**config.mk**
```make
export PLATFORM = sky130hd
export DESIGN_NAME = fscd_top
export DESIGN_NICKNAME = d
export VERILOG_FILES = /design/src/inc/fscd_pkg.sv /design/src/logic/fscd_top.sv /design/src/logic/fscd_cmd_decode.sv /design/src/logic/fscd_discharge_timer.sv
export SDC_FILE = /design/constraint.sdc
export NUM_CORES = 1
export LEC_CHECK = 0
export ABC_AREA = 1
export BUFFER_PORTS_ARGS = -buffer_cell sky130_fd_sc_hd__buf_2
export CAP_MARGIN = 25
export CORE_MARGIN = 3
export CORE_UTILIZATION = 62
export DETAILED_ROUTE_END_ITERATION = 7
export GPL_TIMING_DRIVEN = 0
export PLACE_DENSITY = 0.95
export SETUP_SLACK_MARGIN = 0.4
export SYNTH_ARGS = -nofsm -noshare
export SYNTH_HDL_FRONTEND = slang
export SYNTH_HIERARCHICAL = 1
export SYNTH_SLANG_ARGS = --single-unit
```
**constraint.sdc**
```tcl
create_clock -name clock -period 3.4 [get_ports clock]
set_input_delay 0.51 -clock clock [delete_from_list [all_inputs] [get_ports clock]]
set_output_delay 0.51 -clock clock [all_outputs]
set_load 0.01 [all_outputs]
```
**src/inc/fscd_pkg.sv**
```systemverilog
package fscd_pkg;

	// ****************************************************************
	// register map
	// ****************************************************************
	localparam logic [7:0] FAULT_OFS   = 8'h1F;
	localparam logic [7:0] CMD_OFS     = 8'h23;
	localparam logic [7:0] CMD_RESET   = 8'h00;
	localparam logic [7:0] FAULT_RESET = 8'h00;

	// fault flag bit positions
	localparam int FLT_RSVD_BIT      = 7;
	localparam int FLT_FORCE_OFF_BIT = 6;
	localparam int FLT_AUTO_DIS_BIT  = 5;
	localparam int FLT_FORCE_DIS_BIT = 4;
	localparam int FLT_BUS_OCP_BIT   = 3;
	localparam int FLT_BUS_OVP_BIT   = 2;
	localparam int FLT_CABLE_BIT     = 1;
	localparam int FLT_HOST_ERR_BIT  = 0;

	// only these flags exist in hardware; the rest read as zero
	localparam logic [7:0] FAULT_LIVE_MASK = 8'h33;

	// ****************************************************************
	// command codes
	// ****************************************************************
	localparam logic [7:0] WAKE_CMD       = 8'h11;
	localparam logic [7:0] DETECT_OFF_CMD = 8'h22;
	localparam logic [7:0] DETECT_ON_CMD  = 8'h33;
	localparam logic [7:0] SINK_OFF_CMD   = 8'h44;
	localparam logic [7:0] SINK_ON_CMD    = 8'h55;
	localparam logic [7:0] SOURCE_OFF_CMD = 8'h66;

	// ****************************************************************
	// timing
	// ****************************************************************
	localparam int CLOCK_HZ          = 10_000_000;
	localparam int DISCHARGE_TIME_US = 1000;
	localparam int DISCHARGE_CYCLES  = DISCHARGE_TIME_US * (CLOCK_HZ / 1_000_000);

	// ****************************************************************
	// carriers
	// ****************************************************************
	typedef struct packed {
		logic detect_off;
		logic detect_on;
		logic sink_off;
		logic sink_on;
		logic source_off;
	} fscd_cmd_act_t;

	typedef struct packed {
		logic sourcing_high_voltage;
		logic sourcing_vbus;
		logic presence_monitor_on;
		logic sinking_vbus;
	} fscd_pwr_t;

	typedef struct packed {
		logic       wr;
		logic       rd;
		logic [7:0] addr;
		logic [7:0] wdata;
	} fscd_reg_req_t;

endpackage : fscd_pkg

```
**src/logic/fscd_top.sv**
```systemverilog
// Function
// - Fault bit 7 reserved: reads zero, writes to it ignored.
// - Fault bit 6, forced-off flag, unsupported, always reads zero.
// - Auto discharge enabled and vbus not safe within window latches bit 5.
// - Forced discharge and vbus not safe within window latches bit 4.
// - Bus overcurrent bit 3 and overvoltage bit 2 always read zero.
// - Cable supply overcurrent latches fault bit 1.
// - Cable supply low while its switch is closed also latches bit 1.
// - Transmit with empty buffer latches host error bit 0.
// - Wake command accepted and changes nothing.
// - Code 0x22 turns presence monitoring off.
// - Code 0x33 turns presence monitoring on.
// - Presence-monitor status bit follows the detect enable state.
// - Code 0x44 clears the sinking status bit.
// - Code 0x55 with sink capability sets sinking and enables monitoring.
// - Code 0x66 clears sourcing and sourcing-high-voltage status bits.
// - Command register at 0x23, resets to 0x00.
module fscd_top #(
	parameter int DISCHARGE_CYCLES = fscd_pkg::DISCHARGE_CYCLES
) (
	// clock and reset
	input  wire logic                clock,
	input  wire logic                arst_n,
	// register access from the port manager
	input  wire fscd_pkg::fscd_reg_req_t reg_req,
	output logic [7:0]               reg_rdata,
	// discharge supervision
	input  wire logic                discharge_on_detach,
	input  wire logic                forced_discharge,
	input  wire logic                detach_event,
	input  wire logic                safe_zero_level,
	// cable supply supervision
	input  wire logic                cable_overcurrent,
	input  wire logic                cable_switch_closed,
	input  wire logic                cable_below_present,
	// transmit path
	input  wire logic                tx_request,
	input  wire logic                tx_buffer_empty,
	// capability and source status from the rest of the controller
	input  wire logic                sink_capable,
	input  wire logic                sourcing_set,
	input  wire logic                sourcing_hv_set,
	// power status
	output fscd_pkg::fscd_pwr_t      pwr_status,
	// raw fault flags
	output logic [7:0]               fault_flags
);
	import fscd_pkg::*;

	// ****************************************************************
	// reset release
	// ****************************************************************

	logic rst_meta;
	logic rst_n;

	// assert at once, release two edges later
	always_ff @(posedge clock or negedge arst_n) begin
		if (!arst_n) begin
			rst_meta <= 1'b0;
			rst_n    <= 1'b0;
		end else begin
			rst_meta <= 1'b1;
			rst_n    <= rst_meta;
		end
	end

	// ****************************************************************
	// state
	// ****************************************************************

	typedef struct packed {
		logic [7:0] command;
		logic [7:0] fault;
		fscd_pwr_t  pwr;
		logic       forced_q;
		logic [7:0] rdata;
	} fscd_state_t;

	fscd_state_t   st;
	fscd_state_t   next_st;
	fscd_cmd_act_t act;
	logic          auto_fail;
	logic          forced_fail;
	logic          cmd_write;
	logic          fault_write;
	logic          fault_read;
	logic [7:0]    fault_set;
	logic [7:0]    fault_clear;
	logic [7:0]    fault_view;

	// ****************************************************************
	// address decode
	// ****************************************************************

	// strobes qualified by address
	always_comb begin
		cmd_write   = 1'b0;
		fault_write = 1'b0;
		fault_read  = 1'b0;
		if (reg_req.addr == CMD_OFS) begin
			cmd_write = reg_req.wr;
		end else if (reg_req.addr == FAULT_OFS) begin
			fault_write = reg_req.wr;
			fault_read  = reg_req.rd;
		end
	end

	// ****************************************************************
	// submodules
	// ****************************************************************

	fscd_cmd_decode u_decode (
		.cmd_write (cmd_write),
		.cmd_code  (reg_req.wdata),
		.act       (act)
	);

	// auto window opens on detach only while auto discharge is enabled
	fscd_discharge_timer #(.CYCLES(DISCHARGE_CYCLES)) u_auto_tmr (
		.clock      (clock),
		.rst_n      (rst_n),
		.start      (detach_event && discharge_on_detach),
		.active     (discharge_on_detach),
		.below_safe (safe_zero_level),
		.fail       (auto_fail)
	);

	// forced window opens on the rising edge of the request
	fscd_discharge_timer #(.CYCLES(DISCHARGE_CYCLES)) u_forced_tmr (
		.clock      (clock),
		.rst_n      (rst_n),
		.start      (forced_discharge && !st.forced_q),
		.active     (forced_discharge),
		.below_safe (safe_zero_level),
		.fail       (forced_fail)
	);

	// ****************************************************************
	// fault flags
	// ****************************************************************

	// events that set flags this cycle
	always_comb begin
		fault_set = '0;
		fault_set[FLT_AUTO_DIS_BIT]  = auto_fail;
		fault_set[FLT_FORCE_DIS_BIT] = forced_fail;
		fault_set[FLT_CABLE_BIT]     = cable_overcurrent
			|| (cable_switch_closed && cable_below_present);
		fault_set[FLT_HOST_ERR_BIT]  = tx_request && tx_buffer_empty;
	end

	// write one clears; reserved and unsupported bits are masked off
	assign fault_clear = fault_write ? (reg_req.wdata & FAULT_LIVE_MASK) : 8'h00;

	// unsupported flags read as zero
	assign fault_view = st.fault & FAULT_LIVE_MASK;

	// ****************************************************************
	// next state
	// ****************************************************************

	// one next-state process for all registers of the block except the reset synchronizer
	always_comb begin
		next_st = st;
		next_st.forced_q = forced_discharge;

		// command register keeps last code; it is write only
		if (cmd_write) begin
			next_st.command = reg_req.wdata;
		end

		// a set in the clearing cycle wins over the clear
		next_st.fault = ((st.fault & ~fault_clear) | fault_set) & FAULT_LIVE_MASK;

		// command effects on power status
		if (act.detect_off) begin
			next_st.pwr.presence_monitor_on = 1'b0;
		end
		if (act.detect_on) begin
			next_st.pwr.presence_monitor_on = 1'b1;
		end
		if (act.sink_off) begin
			next_st.pwr.sinking_vbus = 1'b0;
		end
		if (act.sink_on && sink_capable) begin
			next_st.pwr.sinking_vbus        = 1'b1;
			next_st.pwr.presence_monitor_on = 1'b1;
		end

		// source status is set elsewhere; the command takes precedence
		if (sourcing_set) begin
			next_st.pwr.sourcing_vbus = 1'b1;
		end
		if (sourcing_hv_set) begin
			next_st.pwr.sourcing_high_voltage = 1'b1;
		end
		if (act.source_off) begin
			next_st.pwr.sourcing_vbus         = 1'b0;
			next_st.pwr.sourcing_high_voltage = 1'b0;
		end

		// read data: only the fault register is readable here
		if (fault_read) begin
			next_st.rdata = fault_view;
		end else if (reg_req.rd) begin
			next_st.rdata = 8'h00; // command is write only, others unmapped
		end
	end

	// ****************************************************************
	// registers
	// ****************************************************************

	always_ff @(posedge clock or negedge rst_n) begin
		if (!rst_n) begin
			st.command  <= CMD_RESET;
			st.fault    <= FAULT_RESET;
			st.pwr      <= '0;
			st.forced_q <= 1'b0;
			st.rdata    <= 8'h00;
		end else begin
			st <= next_st;
		end
	end

	// outputs straight from flip-flops
	assign reg_rdata   = st.rdata;
	assign pwr_status  = st.pwr;
	assign fault_flags = st.fault;
endmodule : fscd_top

```
**src/logic/fscd_cmd_decode.sv**
```systemverilog
module fscd_cmd_decode
	import fscd_pkg::*;
(
	// command write
	input  wire logic               cmd_write,
	input  wire logic [7:0]         cmd_code,
	// decoded actions
	output fscd_pkg::fscd_cmd_act_t act
);

	// one action per code; wake and unknown codes give an empty set
	always_comb begin
		act = '0;
		if (cmd_write) begin
			if (cmd_code == DETECT_OFF_CMD) begin
				act.detect_off = 1'b1;
			end else if (cmd_code == DETECT_ON_CMD) begin
				act.detect_on = 1'b1;
			end else if (cmd_code == SINK_OFF_CMD) begin
				act.sink_off = 1'b1;
			end else if (cmd_code == SINK_ON_CMD) begin
				act.sink_on = 1'b1;
			end else if (cmd_code == SOURCE_OFF_CMD) begin
				act.source_off = 1'b1;
			end else begin
				act = '0; // wake and anything else do nothing
			end
		end
	end

endmodule : fscd_cmd_decode

```
**src/logic/fscd_discharge_timer.sv**
```systemverilog
module fscd_discharge_timer #(
	parameter int CYCLES = fscd_pkg::DISCHARGE_CYCLES
) (
	// clock and reset
	input  wire logic clock,
	input  wire logic rst_n,
	// discharge control
	input  wire logic start,
	input  wire logic active,
	input  wire logic below_safe,
	// result
	output logic      fail
);
	import fscd_pkg::*;

	localparam int CW = $clog2(CYCLES);
	localparam logic [CW-1:0] LAST = CW'(CYCLES - 1);

	typedef enum logic {FSCD_IDLE, FSCD_RUN} fscd_phase_t;

	typedef struct packed {
		fscd_phase_t   phase;
		logic [CW-1:0] count;
		logic          fail;
	} fscd_tmr_t;

	fscd_tmr_t st;
	fscd_tmr_t next_st;

	// refused at elaboration: a window under two cycles leaves no counter width
	if (CYCLES < 2) begin : g_cycles_check
		$error("discharge window must be at least two cycles");
	end

	// window runs while discharge is requested and vbus is still high
	always_comb begin
		next_st = st;
		next_st.fail = 1'b0;
		case (st.phase)
			FSCD_IDLE: begin
				if (start) begin
					next_st.phase = FSCD_RUN;
					next_st.count = '0;
				end
			end
			FSCD_RUN: begin
				if (below_safe || !active) begin
					next_st.phase = FSCD_IDLE; // reached safe level or withdrawn
				end else if (st.count == LAST) begin
					next_st.fail  = 1'b1; // still high at end of window
					next_st.phase = FSCD_IDLE;
				end else begin
					next_st.count = st.count + CW'(1);
				end
			end
			default: next_st.phase = FSCD_IDLE;
		endcase
	end

	always_ff @(posedge clock or negedge rst_n) begin
		if (!rst_n) begin
			st <= '{phase: FSCD_IDLE, count: '0, fail: 1'b0};
		end else begin
			st <= next_st;
		end
	end

	assign fail = st.fail;
endmodule : fscd_discharge_timer

```
## Word level (Yosys, flattened, before mapping)

Cells that the tools add are included.

| word-level totals | value |
|---|---|
| register bits | 51 |
| input port bits | 32 |
| output and inout bits | 20 |

| cells by class | value |
|---|---|
| $add $sub $neg | 2 |
| equal/unequal tests | 15 |
| muxes and demuxes | 41 |
| bitwise logic cells | 5 |
| reductions and logical operators | 18 |

Operators with widths:

| kind | count |
|---|---|
| 2-to-1 mux 15 bit | 4 |
| one-hot mux 15 bit (2 select lines) | 2 |
| adder 14 x 1 -> 14 bit (second input constant) | 2 |
| == test 14 bit (second input constant) | 2 |
| 2-to-1 mux 14 bit | 2 |
| == test 8 x 6 -> 1 bit (second input constant) | 3 |
| == test 8 x 7 -> 1 bit (second input constant) | 3 |
| 2-to-1 mux 1 bit | 24 |
| 2-to-1 mux 8 bit | 2 |
| == test 8 x 5 -> 1 bit (second input constant) | 1 |
| != test 2 bit (second input constant) | 4 |
| nonzero test 2 bit | 4 |
| bitwise AND 6 bit | 1 |
| 2-to-1 mux 2 bit | 3 |
| 2-to-1 mux 6 bit | 1 |
| inverter 6 bit | 1 |
| OR 6 bit | 1 |
| AND reduction 3 bit | 2 |
| logical AND 1 bit | 5 |
| 2-to-1 mux 5 bit | 1 |
| 2-to-1 mux 4 bit | 1 |
| != test 2 x 1 -> 1 bit (second input constant) | 2 |
| zero test 1 bit | 3 |
| logical OR 1 bit | 3 |
| other kinds (3) | 4 |

## Depth between registers and ports, before layout

Gate-level depths: netlist of run 1.

| depth | value |
|---|---|
| word-level depth | 10 |
| mapped depth | 10 |
| depth with buffers taken out | 10 |

## By module

Netlist of run 1, hierarchy kept.

Modules (own cells, without submodules):

| module | instances | cells each | area an instance (µm²) | seq. area each (µm²) |
|---|---|---|---|---|
| fscd_discharge_timer | 2 | 161 | 1164.9 | 400.4 |
| fscd_top | 1 | 94 | 795.8 | 375.4 |
| fscd_cmd_decode | 1 | 29 | 147.6 | 0.0 |

## Worst setup path after synthesis of run 1

No wires, ideal clock.

| timing path | value |
|---|---|
| path kind | input -> register |
| from | input port reg_req[14] (netlist name) |
| to | register st, in the netlist pwr_status[1] |
| arrival | 1321 ps |
| required time | 3279 ps |
| setup slack | 1958 ps |
| stages on the path | 9 |
| buffers on the path | 0 |
| cells stage by stage | inv_1 > nand2_2 > nor3_1 > and3_1 > nand2_2 > nor3_1 > inv_1 > a21oi_1 > nand2_1 |

RTL lines:

| element | line | RTL |
|---|---|---|
| start, declared | fscd_top.sv:25 | `input wire fscd_pkg::fscd_reg_req_t reg_req,` |
| end signal, assigned | fscd_top.sv:223 | `st <= next_st;` |
| end, declared | fscd_top.sv:80 | `fscd_state_t st;` |

## Worst setup path after layout of run 1

| timing path | value |
|---|---|
| from | register u_forced_tmr/st[1] (netlist name) |
| to | register u_forced_tmr/st[5] (netlist name) |

| on the way | value |
|---|---|
| cells in the longest elaborated chain, start to end | 4 |
| elaborated cells between the ends (all ways) | 7 |
| those cells by class | 1 x add/sub; 2 x eq/ne; 3 x mux; 1 x reduce/logical |

RTL lines:

| element | line | RTL |
|---|---|---|
| start, declared | fscd_discharge_timer.sv:27 | `fscd_tmr_t st;` |
| start signal, assigned | fscd_discharge_timer.sv:62 | `st <= '{phase: FSCD_IDLE, count: '0, fail: 1'b0};` |
| start signal, assigned | fscd_discharge_timer.sv:64 | `st <= next_st;` |
| adder 14 x 1 -> 14 bit | fscd_discharge_timer.sv:53 | `next_st.count = st.count + CW'(1);` |
| 2-to-1 mux 14 bit | fscd_discharge_timer.sv:49 | `end else if (st.count == LAST) begin` |
| 2-to-1 mux 15 bit | fscd_discharge_timer.sv:47 | `if (below_safe \|\| !active) begin` |
| one-hot mux 15 bit (2 select lines) | fscd_discharge_timer.sv:39 | `case (st.phase)` |

Several ways; a longest one is shown, not always the timed one. The select of a mux whose other input is x is not followed.
A chain may end at the register's enable or synchronous reset.

==> results.json, run 1 <==
{
  "run_status": "complete, no violations",
  "drtPass1Iterations": 4,
  "post-route-period-util_pct": 46.64,
  "ys_top_cells_by_area": "dfrtp_1 (36%), nand2_1 (14%), nor2_1 (5.8%)",
  "hold_class": "flop to asynchronous set/reset pin",
  "ys_seq_area_share_pct": 35.93,
  "grt_util_met3_pct": 3.784,
  "crit_buf_inv": 1,
  "yosys_warnings": 6,
  "fmax_mhz": 630.6,
  "reg2reg_depth": 9,
  "grt_pass1_wl_um": 12060,
  "peakVddDrop_v": 0.0001938,
  "design_area_mm2": 0.003719,
  "cts_tree": "done",
  "tns_ns": 0,
  "post_cts_buffers": 0,
  "cp.depth": 9,
  "synth_flop_cell": "dfrtp_1",
  "dr.first_iter.drc_count": 310,
  "dr_total_vias": 3043,
  "setup_viol": 0,
  "ant_nets": 0,
  "synthCells": 445,
  "die-height_um": 78.66,
  "powerDensity_mw_per_mm2": 284.7,
  "grt.busiest_layer": "met2",
  "start_util_pct": 66.65,
  "grt-ovfl-total": 0,
  "rsz0062_at_grt": "false",
  "synth.most_common_cell": "nand2_1",
  "antenna_found_initial": 0,
  "clock_latency_ns": 0.30,
  "cp_slowest_stage_delay_ns": 0.45,
  "dp_hpwl_um": 5291,
  "path_cells": "ha_1 -> nand3_2 -> nor2_2 -> nand2_2 -> nand2_4 -> nand2_4 -> buf_12 -> nand2_1 -> nand2_1",
  "avgSynthCellArea_um2": 7.355,
  "die_x_um": 78.66,
  "crit_type": "flop to flop",
  "cts_hold_buf": 1,
  "synth_area_mm2": 0.003273,
  "ys_top_cells_by_count": "nand2_1 (126), nor2_1 (51), inv_1 (50), dfrtp_1 (47), nand3_1 (31)",
  "antenna_cells": 0,
  "cpLargestDelayFamily": "simple AND/OR/NAND/NOR gates",
  "worst_setup_path_start_kind": "flop",
  "async_flop_share_pct": 100.0,
  "worstPathMaxFanout": 10,
  "io_pins": 52,
  "grt_use_met2_pct": 43.38,
  "grtUsageTotal_pct": 24.16,
  "drt_wl_total_um": 7062,
  "nNetsFinal": 540,
  "cp.required_ns": 3.60,
  "crit_arrival_ns": 1.79,
  "clockRootBuffer": "clkbuf_8",
  "critPathSlowestCell": "dfrtp_1",
  "via_per_inst": 5.320,
  "port_buffers": 43,
  "skew_ns": 0.008343,
  "leakagePower_nw": 1.853,
  "drive_gt1_share_pct": 27.72,
  "grt_pass1_vias": 2888,
  "yosysTopAreaCellShare_pct": 35.93,
  "synth_edf_count": 0,
  "synth-seq-cells": 47,
  "globalRouteMet1Util_pct": 28.22,
  "slew_violations": 0,
  "hold_viol_final": 0,
  "cts_resized": 0,
  "cts_buffers": 5,
  "grt_max_degree": 36,
  "coreArea_mm2": 0.004911,
  "final_cells": 572,
  "htreeDepth": 2,
  "dp.cells": 563,
  "area_growth_pct": 13.61,
  "synth_top_area_cell": "dfrtp_1",
  "synth.distinct_cells": 28,
  "clk_path_buf_depth": 2,
  "drc": 0,
  "std_cell_rows": 25,
  "clock_sinks": 47,
  "globalplace.congestion": 0.8902,
  "routedWlPerCell_um": 12.35,
  "placed_area_mm2": 0.003620,
  "die-area_mm2": 0.006187,
  "cp-end-kind": "flop",
  "layout_min_cycle_time_ns": 1.586,
  "path_clk_slew_ns": 0.09,
  "max_cap_violations": 0
}
## flip-flops by register name, indices dropped and copies added, names as in the netlist
register,count
reg_rdata,4
rst_meta,1
u_auto_tmr/fail,1
u_forced_tmr/st,15
u_auto_tmr/st,15
u_forced_tmr/fail,1
fault_flags,4
pwr_status,4
rst_n,1
st,1
## layer usage
layer	vias up	wire length, um
li1	1493	-
met2	138	3714
met4	0	115
met3	14	500
met5	-	0
met1	1398	2732
## cells by family (layout without fill, tap and decap cells)
logic type               Yosys count  after routing  share of synthesized area (%)
AND/OR/NAND/NOR                  280            280                          41.86
XOR/XNOR                           4              4                          1.070
adder cells (fa/ha/maj)            4              4                          1.529
flip-flops                        47             47                          35.93
buffers and inverters             83            136                          13.95
other                              2              9                         0.2294
AO/OA/AOI/OAI                     25             25                          5.428
## where the power goes
| group | internal [W] | switching, W |
|---|---|---|
| clock network | 0.000143 | 0.000187 |
| registers | 0.000570 | 0.0000131 |
| logic | 0.0000556 | 0.0000902 |
| total | 0.000769 | 0.000290 |
## placed cells by master, fill, tap and decap left out, types with 3 or more instances in the layout
master	n
nand2_1	126
nor2_1	51
inv_1	50
dfrtp_1	46
buf_2	43
nand3_1	31
buf_4	22
nand4_1	20
o21ai_2	14
nor2_2	10
nand2_2	9
nor3_1	9
conb_1	9
o21ai_0	7
nor2_4	6
nand2_4	6
inv_2	5
clkbuf_8	5
a21oi_1	4
buf_6	4
xor2_1	4
ha_1	4
buf_12	3
## final cells by class
| cell class | count | area [um2] |
|---|---|---|
| clock inverters | 3 | 20.02 |
| well taps | 67 | 83.83 |
| flip-flops and latches | 47 | 1177 |
| clock buffers | 5 | 68.82 |
| plain buffers | 28 | 250.2 |
| repair buffers | 45 | 245.2 |
| multi-input cells | 322 | 1667 |
| inverters | 55 | 206.4 |
| fillers | 353 | 1192 |
## path summary, 6_finish.rpt
| check | startpoint | to | slack (ns) |
|---|---|---|---|
| worst max register to register | u_forced_tmr/st[1] | u_forced_tmr/st[5] | 1.81 |
| worst max-delay path | u_forced_tmr/st[1] | u_forced_tmr/st[5] | 1.81 |
| min in group clock | rst_meta | rst_n | 0.36 |
| worst min-delay path | rst_n | u_auto_tmr/st[6] | 0.14 |
| max in group asynchronous | arst_n | rst_n | 2.78 |
| worst min register to register | rst_n | u_auto_tmr/st[6] | 0.14 |
## per-stage QoR
stage	utilization [%]	worst slack [ns]	hold slack (ns)	power (W)
finish	75.72	1.814	0.1400	0.001059
global route	75.72	1.706	0.1576	0.001107
CTS	75.72	1.832	0.1513	0.001068
detailed placement	73.71	1.675	0.1419	0.0007371
global placement	73.27	1.504	0.2956	0.0007284
floorplan	-	1.958	0.2144	0.0006887
Power figures use the tool's default switching activity.
==> run 2: changes to the inputs <==
- ABC_AREA: 1 -> 0
- CORE_UTILIZATION: 62 -> 55
- PLACE_DENSITY: 0.95 -> 0.92
- clock period: 3.4 -> 1.55 ns (I/O delays scaled with it)
==> results.json, run 2 <==
{
  "cp.required_ns": 1.75,
  "dp_hpwl_um": 3909,
  "p_sw_share_pct": 27.98,
  "synth_top_area_cell": "dfrtp_1",
  "drc": 0,
  "synth.distinct_cells": 47,
  "async_flop_share_pct": 100.0,
  "cp-end-kind": "flop",
  "cts_buffers": 5,
  "ant_nets": 0,
  "postLayoutCoreUtil_pct": 88.53,
  "final_cell_mix": "buf_4 (48), buf_6 (39), dfrtp_1 (35)",
  "port_buffers": 42,
  "crit_type": "flop to flop",
  "io_pins": 52,
  "switchingPower_w": 0.0006870,
  "seqPwrFrac_pct": 52.7,
  "dr_total_vias": 3009,
  "setup_viol": 16,
  "drt_wl_total_um": 11000,
  "max_slew_margin_pct": 60.68,
  "synth-simple-area-share_pct": 30.58,
  "clock_sinks": 47,
  "run_status": "complete, but fails checks",
  "clockRootBuffer": "clkbuf_8",
  "drive_gt1_share_pct": 53.74,
  "worst_slack_ns": -0.2736,
  "pwr-share-clk_pct": 33.0,
  "dr_wl_met3_um": 1348,
  "ys_seq_area_share_pct": 45.06,
  "nNetsFinal": 410,
  "cts_tree": "done",
  "final_common_cell": "buf_4",
  "grt-ovfl-total": 0,
  "die-height_um": 74.89,
  "leakagePower_nw": 1.854,
  "violations": "setup timing",
  "crit_arrival_ns": 2.02,
  "power.internal_w": 0.001768,
  "reg_top3": "u_auto_tmr/st (15), u_forced_tmr/st (15)",
  "via_per_inst": 7.063,
  "ys_top_cells_by_area": "dfrtp_1 (45%), nand2_1 (6.2%), buf_4 (5.8%)",
  "synth_top_family_by_area": "simple AND/OR/NAND/NOR gates",
  "routed-wl-met2_um": 5322,
  "antenna_found_initial": 0,
  "final_cells": 426,
  "synth_xor_area_share_pct": 0.6711,
  "hold_viol_final": 0,
  "path_clk_slew_ns": 0.10,
  "routedWlPerCell_um": 25.83,
  "die_x_um": 74.89,
  "skew_ns": 0.01142,
  "hold_class": "primary input to flop",
  "area_growth_pct": 51.77,
  "coreArea_mm2": 0.004474,
  "synth.most_common_cell": "dfrtp_1",
  "rsz0062_at_grt": "true",
  "clock_latency_ns": 0.32,
  "synth_area_mm2": 0.002610,
  "worstPathMaxFanout": 5,
  "start_util_pct": 58.33,
  "met1_length_um": 3546,
  "peakVddDrop_v": 0.0005663,
  "die-area_mm2": 0.005608,
  "tightest_slew_ns": 0.5863,
  "antenna_cells": 0,
  "grt_max_degree": 46,
  "std_cell_rows": 24,
  "ys_top_cells_by_count": "dfrtp_1 (47), nand2_1 (43), buf_4 (20), nand3_1 (13), nor2_1 (12)",
  "yosysTopAreaCellShare_pct": 45.06,
  "drtPass1Iterations": 7,
  "globalplace.congestion": 0.8291,
  "max_cap_violations": 0,
  "top_layer": "met4",
  "synth_flop_cell": "dfrtp_1",
  "total_power_w": 0.002455,
  "grt_pass1_vias": 2614,
  "combPwrFrac_pct": 14.3,
  "grt_pass1_wl_um": 12690,
  "dr.first_iter.drc_count": 443,
  "htreeDepth": 2,
  "synthCells": 265,
  "avgSynthCellArea_um2": 9.849,
  "clk_path_buf_depth": 2,
  "slew_violations": 0,
  "powerDensity_mw_per_mm2": 619.7,
  "synth_edf_count": 0,
  "dp.cells": 366,
  "worst_setup_path_start_kind": "flop",
  "synthAdderAreaFrac_pct": 1.918,
  "layout_min_cycle_time_ns": 1.824,
  "yosys_warnings": 6,
  "grtUsageTotal_pct": 30.48,
  "fmax_mhz": 548.4,
  "post-route-period-util_pct": 117.7,
  "synth_compound_area_share_pct": 12.13,
  "synthMuxAreaShare_pct": 2.301,
  "synth-seq-cells": 47
}
## run 2: cell count changes after synthesis, sizes merged, moves of 6 or more
cell | before | now
and3 | 1 | 7
nand2 | 141 | 43
nand4 | 20 | 10
o211ai | 0 | 6
o31ai | 0 | 6
nand3 | 33 | 13
mux2i | 0 | 6
o21ai | 21 | 6
inv | 55 | 6
or4 | 0 | 11
buf | 28 | 21
nor2 | 69 | 12
## run 2: through the flow
| step | setup slack (ns) | instance area (um2) | hold slack (ns) | setup TNS, ns |
|---|---|---|---|---|
| after global placement | -0.2085 | 2944 | 0.01875 | -1.451 |
| after CTS | -0.09071 | 3591 | 0.08777 | -0.4035 |
| after floorplan | -0.09465 | 2669 | -0.06309 | -0.3786 |
| after detailed placement | -0.2461 | 2944 | 0.01978 | -2.096 |
| after global routing | -0.2801 | 3961 | 0.08849 | -2.971 |
| final | -0.2736 | 3961 | 0.07964 | -2.130 |
## run 2: final cells by class
class                   count  area, um2
multi-input cells         196       1624
flip-flops and latches     47       1194
repair buffers             95      759.5
fillers                   152      513.0
plain buffers              23      209.0
clock buffers               6      82.58
well taps                  52      65.06
inverters                   6      22.52
clock inverters             1      5.005
## run 2: power by group through the flow
| stage | registers [W] | logic, W | clock network, W |
|---|---|---|---|
| 2_1_floorplan | 0.00131 | 0.0000935 | 0 |
| 3_3_place_gp | 0.00132 | 0.000153 | 0 |
| 3_5_place_dp | 0.00132 | 0.000159 | 0 |
| 4_1_cts | 0.00129 | 0.000233 | 0.000749 |
| 5_1_grt | 0.00130 | 0.000366 | 0.000844 |
| 6_report | 0.00129 | 0.000351 | 0.000811 |
## run 2: what timing repair did
| action | 4_1_cts | 5_1_grt |
|---|---|---|
| hold endpoints to repair | 2 | 0 |
| setup buffers | 28 | 24 |
| endpoints found under the setup margin | 48 | 48 |
| pin swaps | 22 | 23 |
| gates resized for setup | 75 | 43 |
| hold buffers | 1 | 0 |
## run 2: per-layer routing
layer  track usage (%)  vias to the layer above
met2             56.09                      330
met3             6.142                       99
li1                  -                     1176
met1             32.53                     1404
met5                 0                        -
met4             16.01                        0
## run 2: final timing paths
check	to	slack, ns	startpoint	cells past startpoint
min in group asynchronous	rst_n	0.29	arst_n	2
max in group asynchronous	u_auto_tmr/st[13]	0.78	rst_n	0
setup / recovery	u_forced_tmr/st[14]	-0.27	u_forced_tmr/st[1]	5
setup reg to reg	u_forced_tmr/st[14]	-0.27	u_forced_tmr/st[1]	5
hold reg to reg	u_forced_tmr/st[11]	0.34	rst_n	0
hold / removal	st[8]	0.08	forced_discharge	1
## run 2: cells by family (layout without fill, tap and decap cells)
| kind of cell | after synthesis | count (layout) |
|---|---|---|
| buffers and inverters | 29 | 131 |
| flip-flops | 47 | 47 |
| AO/OA/AOI/OAI | 43 | 43 |
| AND/OR/NAND/NOR | 132 | 132 |
| adder cells (fa/ha/maj) | 4 | 4 |
| XOR/XNOR | 2 | 2 |
| other | 2 | 9 |
| multiplexers | 6 | 6 |
## run 2: critical path: stages, from the launching register on
cell     delay [ns]
dfrtp_1        0.42
ha_2           0.19
and3_4         0.18
a41o_4         0.24
o31ai_2        0.56
a21oi_2        0.10
==> run 3: changes to the inputs <==
- BUFFER_PORTS_ARGS: -buffer_cell sky130_fd_sc_hd__buf_2 -> not set
- CORE_UTILIZATION: 55 -> 63
- DONT_BUFFER_PORTS: not set -> 1
- GPL_ROUTABILITY_DRIVEN: not set -> 1
- PLACE_DENSITY: 0.92 -> 0.91
==> results.json, run 3 (synthesis results as in run 2) <==
{
  "clk_path_buf_depth": 2,
  "ant_nets": 0,
  "routedWlPerCell_um": 28.48,
  "tightest_slew_ns": 0.6081,
  "grt_max_degree": 46,
  "grtUsageTotal_pct": 31.81,
  "globalplace.congestion": 0.8404,
  "max_cap_violations": 0,
  "peakVddDrop_v": 0.0006943,
  "grt_use_met2_pct": 52.18,
  "drtPass1Iterations": 6,
  "clock_latency_ns": 0.32,
  "skew_ns": 0.01136,
  "path_clk_slew_ns": 0.09,
  "rsz0062_at_grt": "true",
  "powerDensity_mw_per_mm2": 649.4,
  "violations": "setup timing",
  "nFillCells": 102,
  "critPathSlowestCell": "dfrtp_1",
  "grt.busiest_layer": "met2",
  "slew_violations": 0,
  "post-route-period-util_pct": 118.7,
  "setup_viol": 18,
  "htreeDepth": 2,
  "hold_viol_final": 0,
  "grt_pass1_wl_um": 12390,
  "drive_gt1_share_pct": 47.40,
  "drt_wl_total_um": 10680,
  "final_cell_mix": "buf_4 (49), dfrtp_1 (35), nand2_1 (33)",
  "dp_hpwl_um": 3784,
  "run_status": "complete, but fails checks",
  "clock_sinks": 47,
  "via_per_inst": 7.499,
  "reg_top3": "u_auto_tmr/st (15), u_forced_tmr/st (15)",
  "die_x_um": 70.37,
  "placed_area_mm2": 0.002729,
  "die-height_um": 70.37,
  "coreArea_mm2": 0.003826,
  "cp.required_ns": 1.74,
  "cp-end-kind": "flop",
  "worst_setup_path_start_kind": "flop",
  "cpLargestDelayFamily": "flip-flops",
  "multi_input_area_mm2": 0.001644,
  "area_growth_pct": 38.02,
  "cts_tree": "done",
  "start_util_pct": 68.21,
  "design_area_mm2": 0.003602,
  "fmax_mhz": 543.7,
  "dr.first_iter.drc_count": 398,
  "hold_class": "primary input to flop",
  "crit_arrival_ns": 2.03,
  "worst_slack_ns": -0.2893,
  "antenna_found_initial": 0,
  "postLayoutCoreUtil_pct": 94.15,
  "globalRouteMet1Util_pct": 41.43,
  "grt-ovfl-total": 0,
  "final_common_cell": "buf_4",
  "nNetsFinal": 362,
  "leakagePower_nw": 1.657,
  "die-area_mm2": 0.004951,
  "worstPathMaxFanout": 4,
  "max_slew_margin_pct": 59.28,
  "drc": 0,
  "cp_slowest_stage_delay_ns": 0.43,
  "crit_buf_inv": 1,
  "cts_buffers": 5,
  "path_cells": "ha_2 -> and3_4 -> buf_6 -> a41oi_4 -> nand4_1 -> mux2i_1",
  "layout_min_cycle_time_ns": 1.839,
  "port_buffers": 0,
  "ff_latch_area_mm2": 0.001194,
  "crit_type": "flop to flop",
  "tns_ns": -2.517,
  "grt_util_met3_pct": 7.914,
  "clockRootBuffer": "clkbuf_8",
  "io_pins": 52,
  "grt_pass1_vias": 2434,
  "antenna_cells": 0,
  "dr_total_vias": 2812,
  "std_cell_rows": 22
}
-- run 3: layout make-up --
cell class	count	share of cell area [%]
Buffer	23	4.550
Clock buffer	7	2.397
Clock inverter	1	0.1389
Inverter	6	0.6252
Multi-Input combinational cell	196	45.64
Sequential cell	47	33.14
Tap cell	48	1.667
Timing Repair Buffer	47	11.84
-- run 3: final timing paths --
path	start	to	slack [ns]	depth (start not counted)
max	u_forced_tmr/st[2]	u_forced_tmr/st[4]	-0.29	6
min	sink_capable	pwr_status[0]	0.04	2
max reg2reg	u_forced_tmr/st[2]	u_forced_tmr/st[4]	-0.29	6
min reg2reg	rst_n	pwr_status[3]	0.34	0
max in group asynchronous	rst_n	u_forced_tmr/st[6]	0.78	0
min in group asynchronous	arst_n	rst_n	0.13	1
-- run 3: worst register-to-register path: cells and delay by family, from the launching register on --
family	cells	cell delay [ns]
flip-flops	1	0.43
adder cells (fa/ha/maj)	1	0.22
AND/OR/NAND/NOR	2	0.40
AO/OA/AOI/OAI	1	0.24
buffers and inverters	1	0.13
multiplexers	1	0.31
-- run 3: what timing repair did --
item                                    in CTS  in global routing
endpoints found under the setup margin      35                 36
hold buffers                                 2                  0
pin swaps                                   18                 19
endpoints found under the hold margin        3                  0
buffers inserted                            27                 18
resized for setup                           55                 41
-- run 3: through the flow --
stage	hold WS (ns)	setup WS, ns	total power [W]	cells
2_1_floorplan	-0.06309	-0.09465	0.001403	272
3_3_place_gp	-0.06305	-0.1554	0.001429	320
3_5_place_dp	-0.06304	-0.2204	0.001432	320
4_1_cts	0.05640	-0.1140	0.002234	357
5_1_grt	0.03768	-0.3235	0.002413	375
6_report	0.04482	-0.2893	0.002339	375
-- run 3: report_power, final --
group,internal (W),switching [W],total (W)
clock network,0.000361,0.000441,0.000803
registers,0.00125,0.0000467,0.00129
logic,0.000106,0.000136,0.000242
-- run 3: layer usage --
layer	part of all wire (%)	wire length (um)
met5	0	0
met4	9.0	956
met3	13	1427
met2	45	4822
met1	33	3474
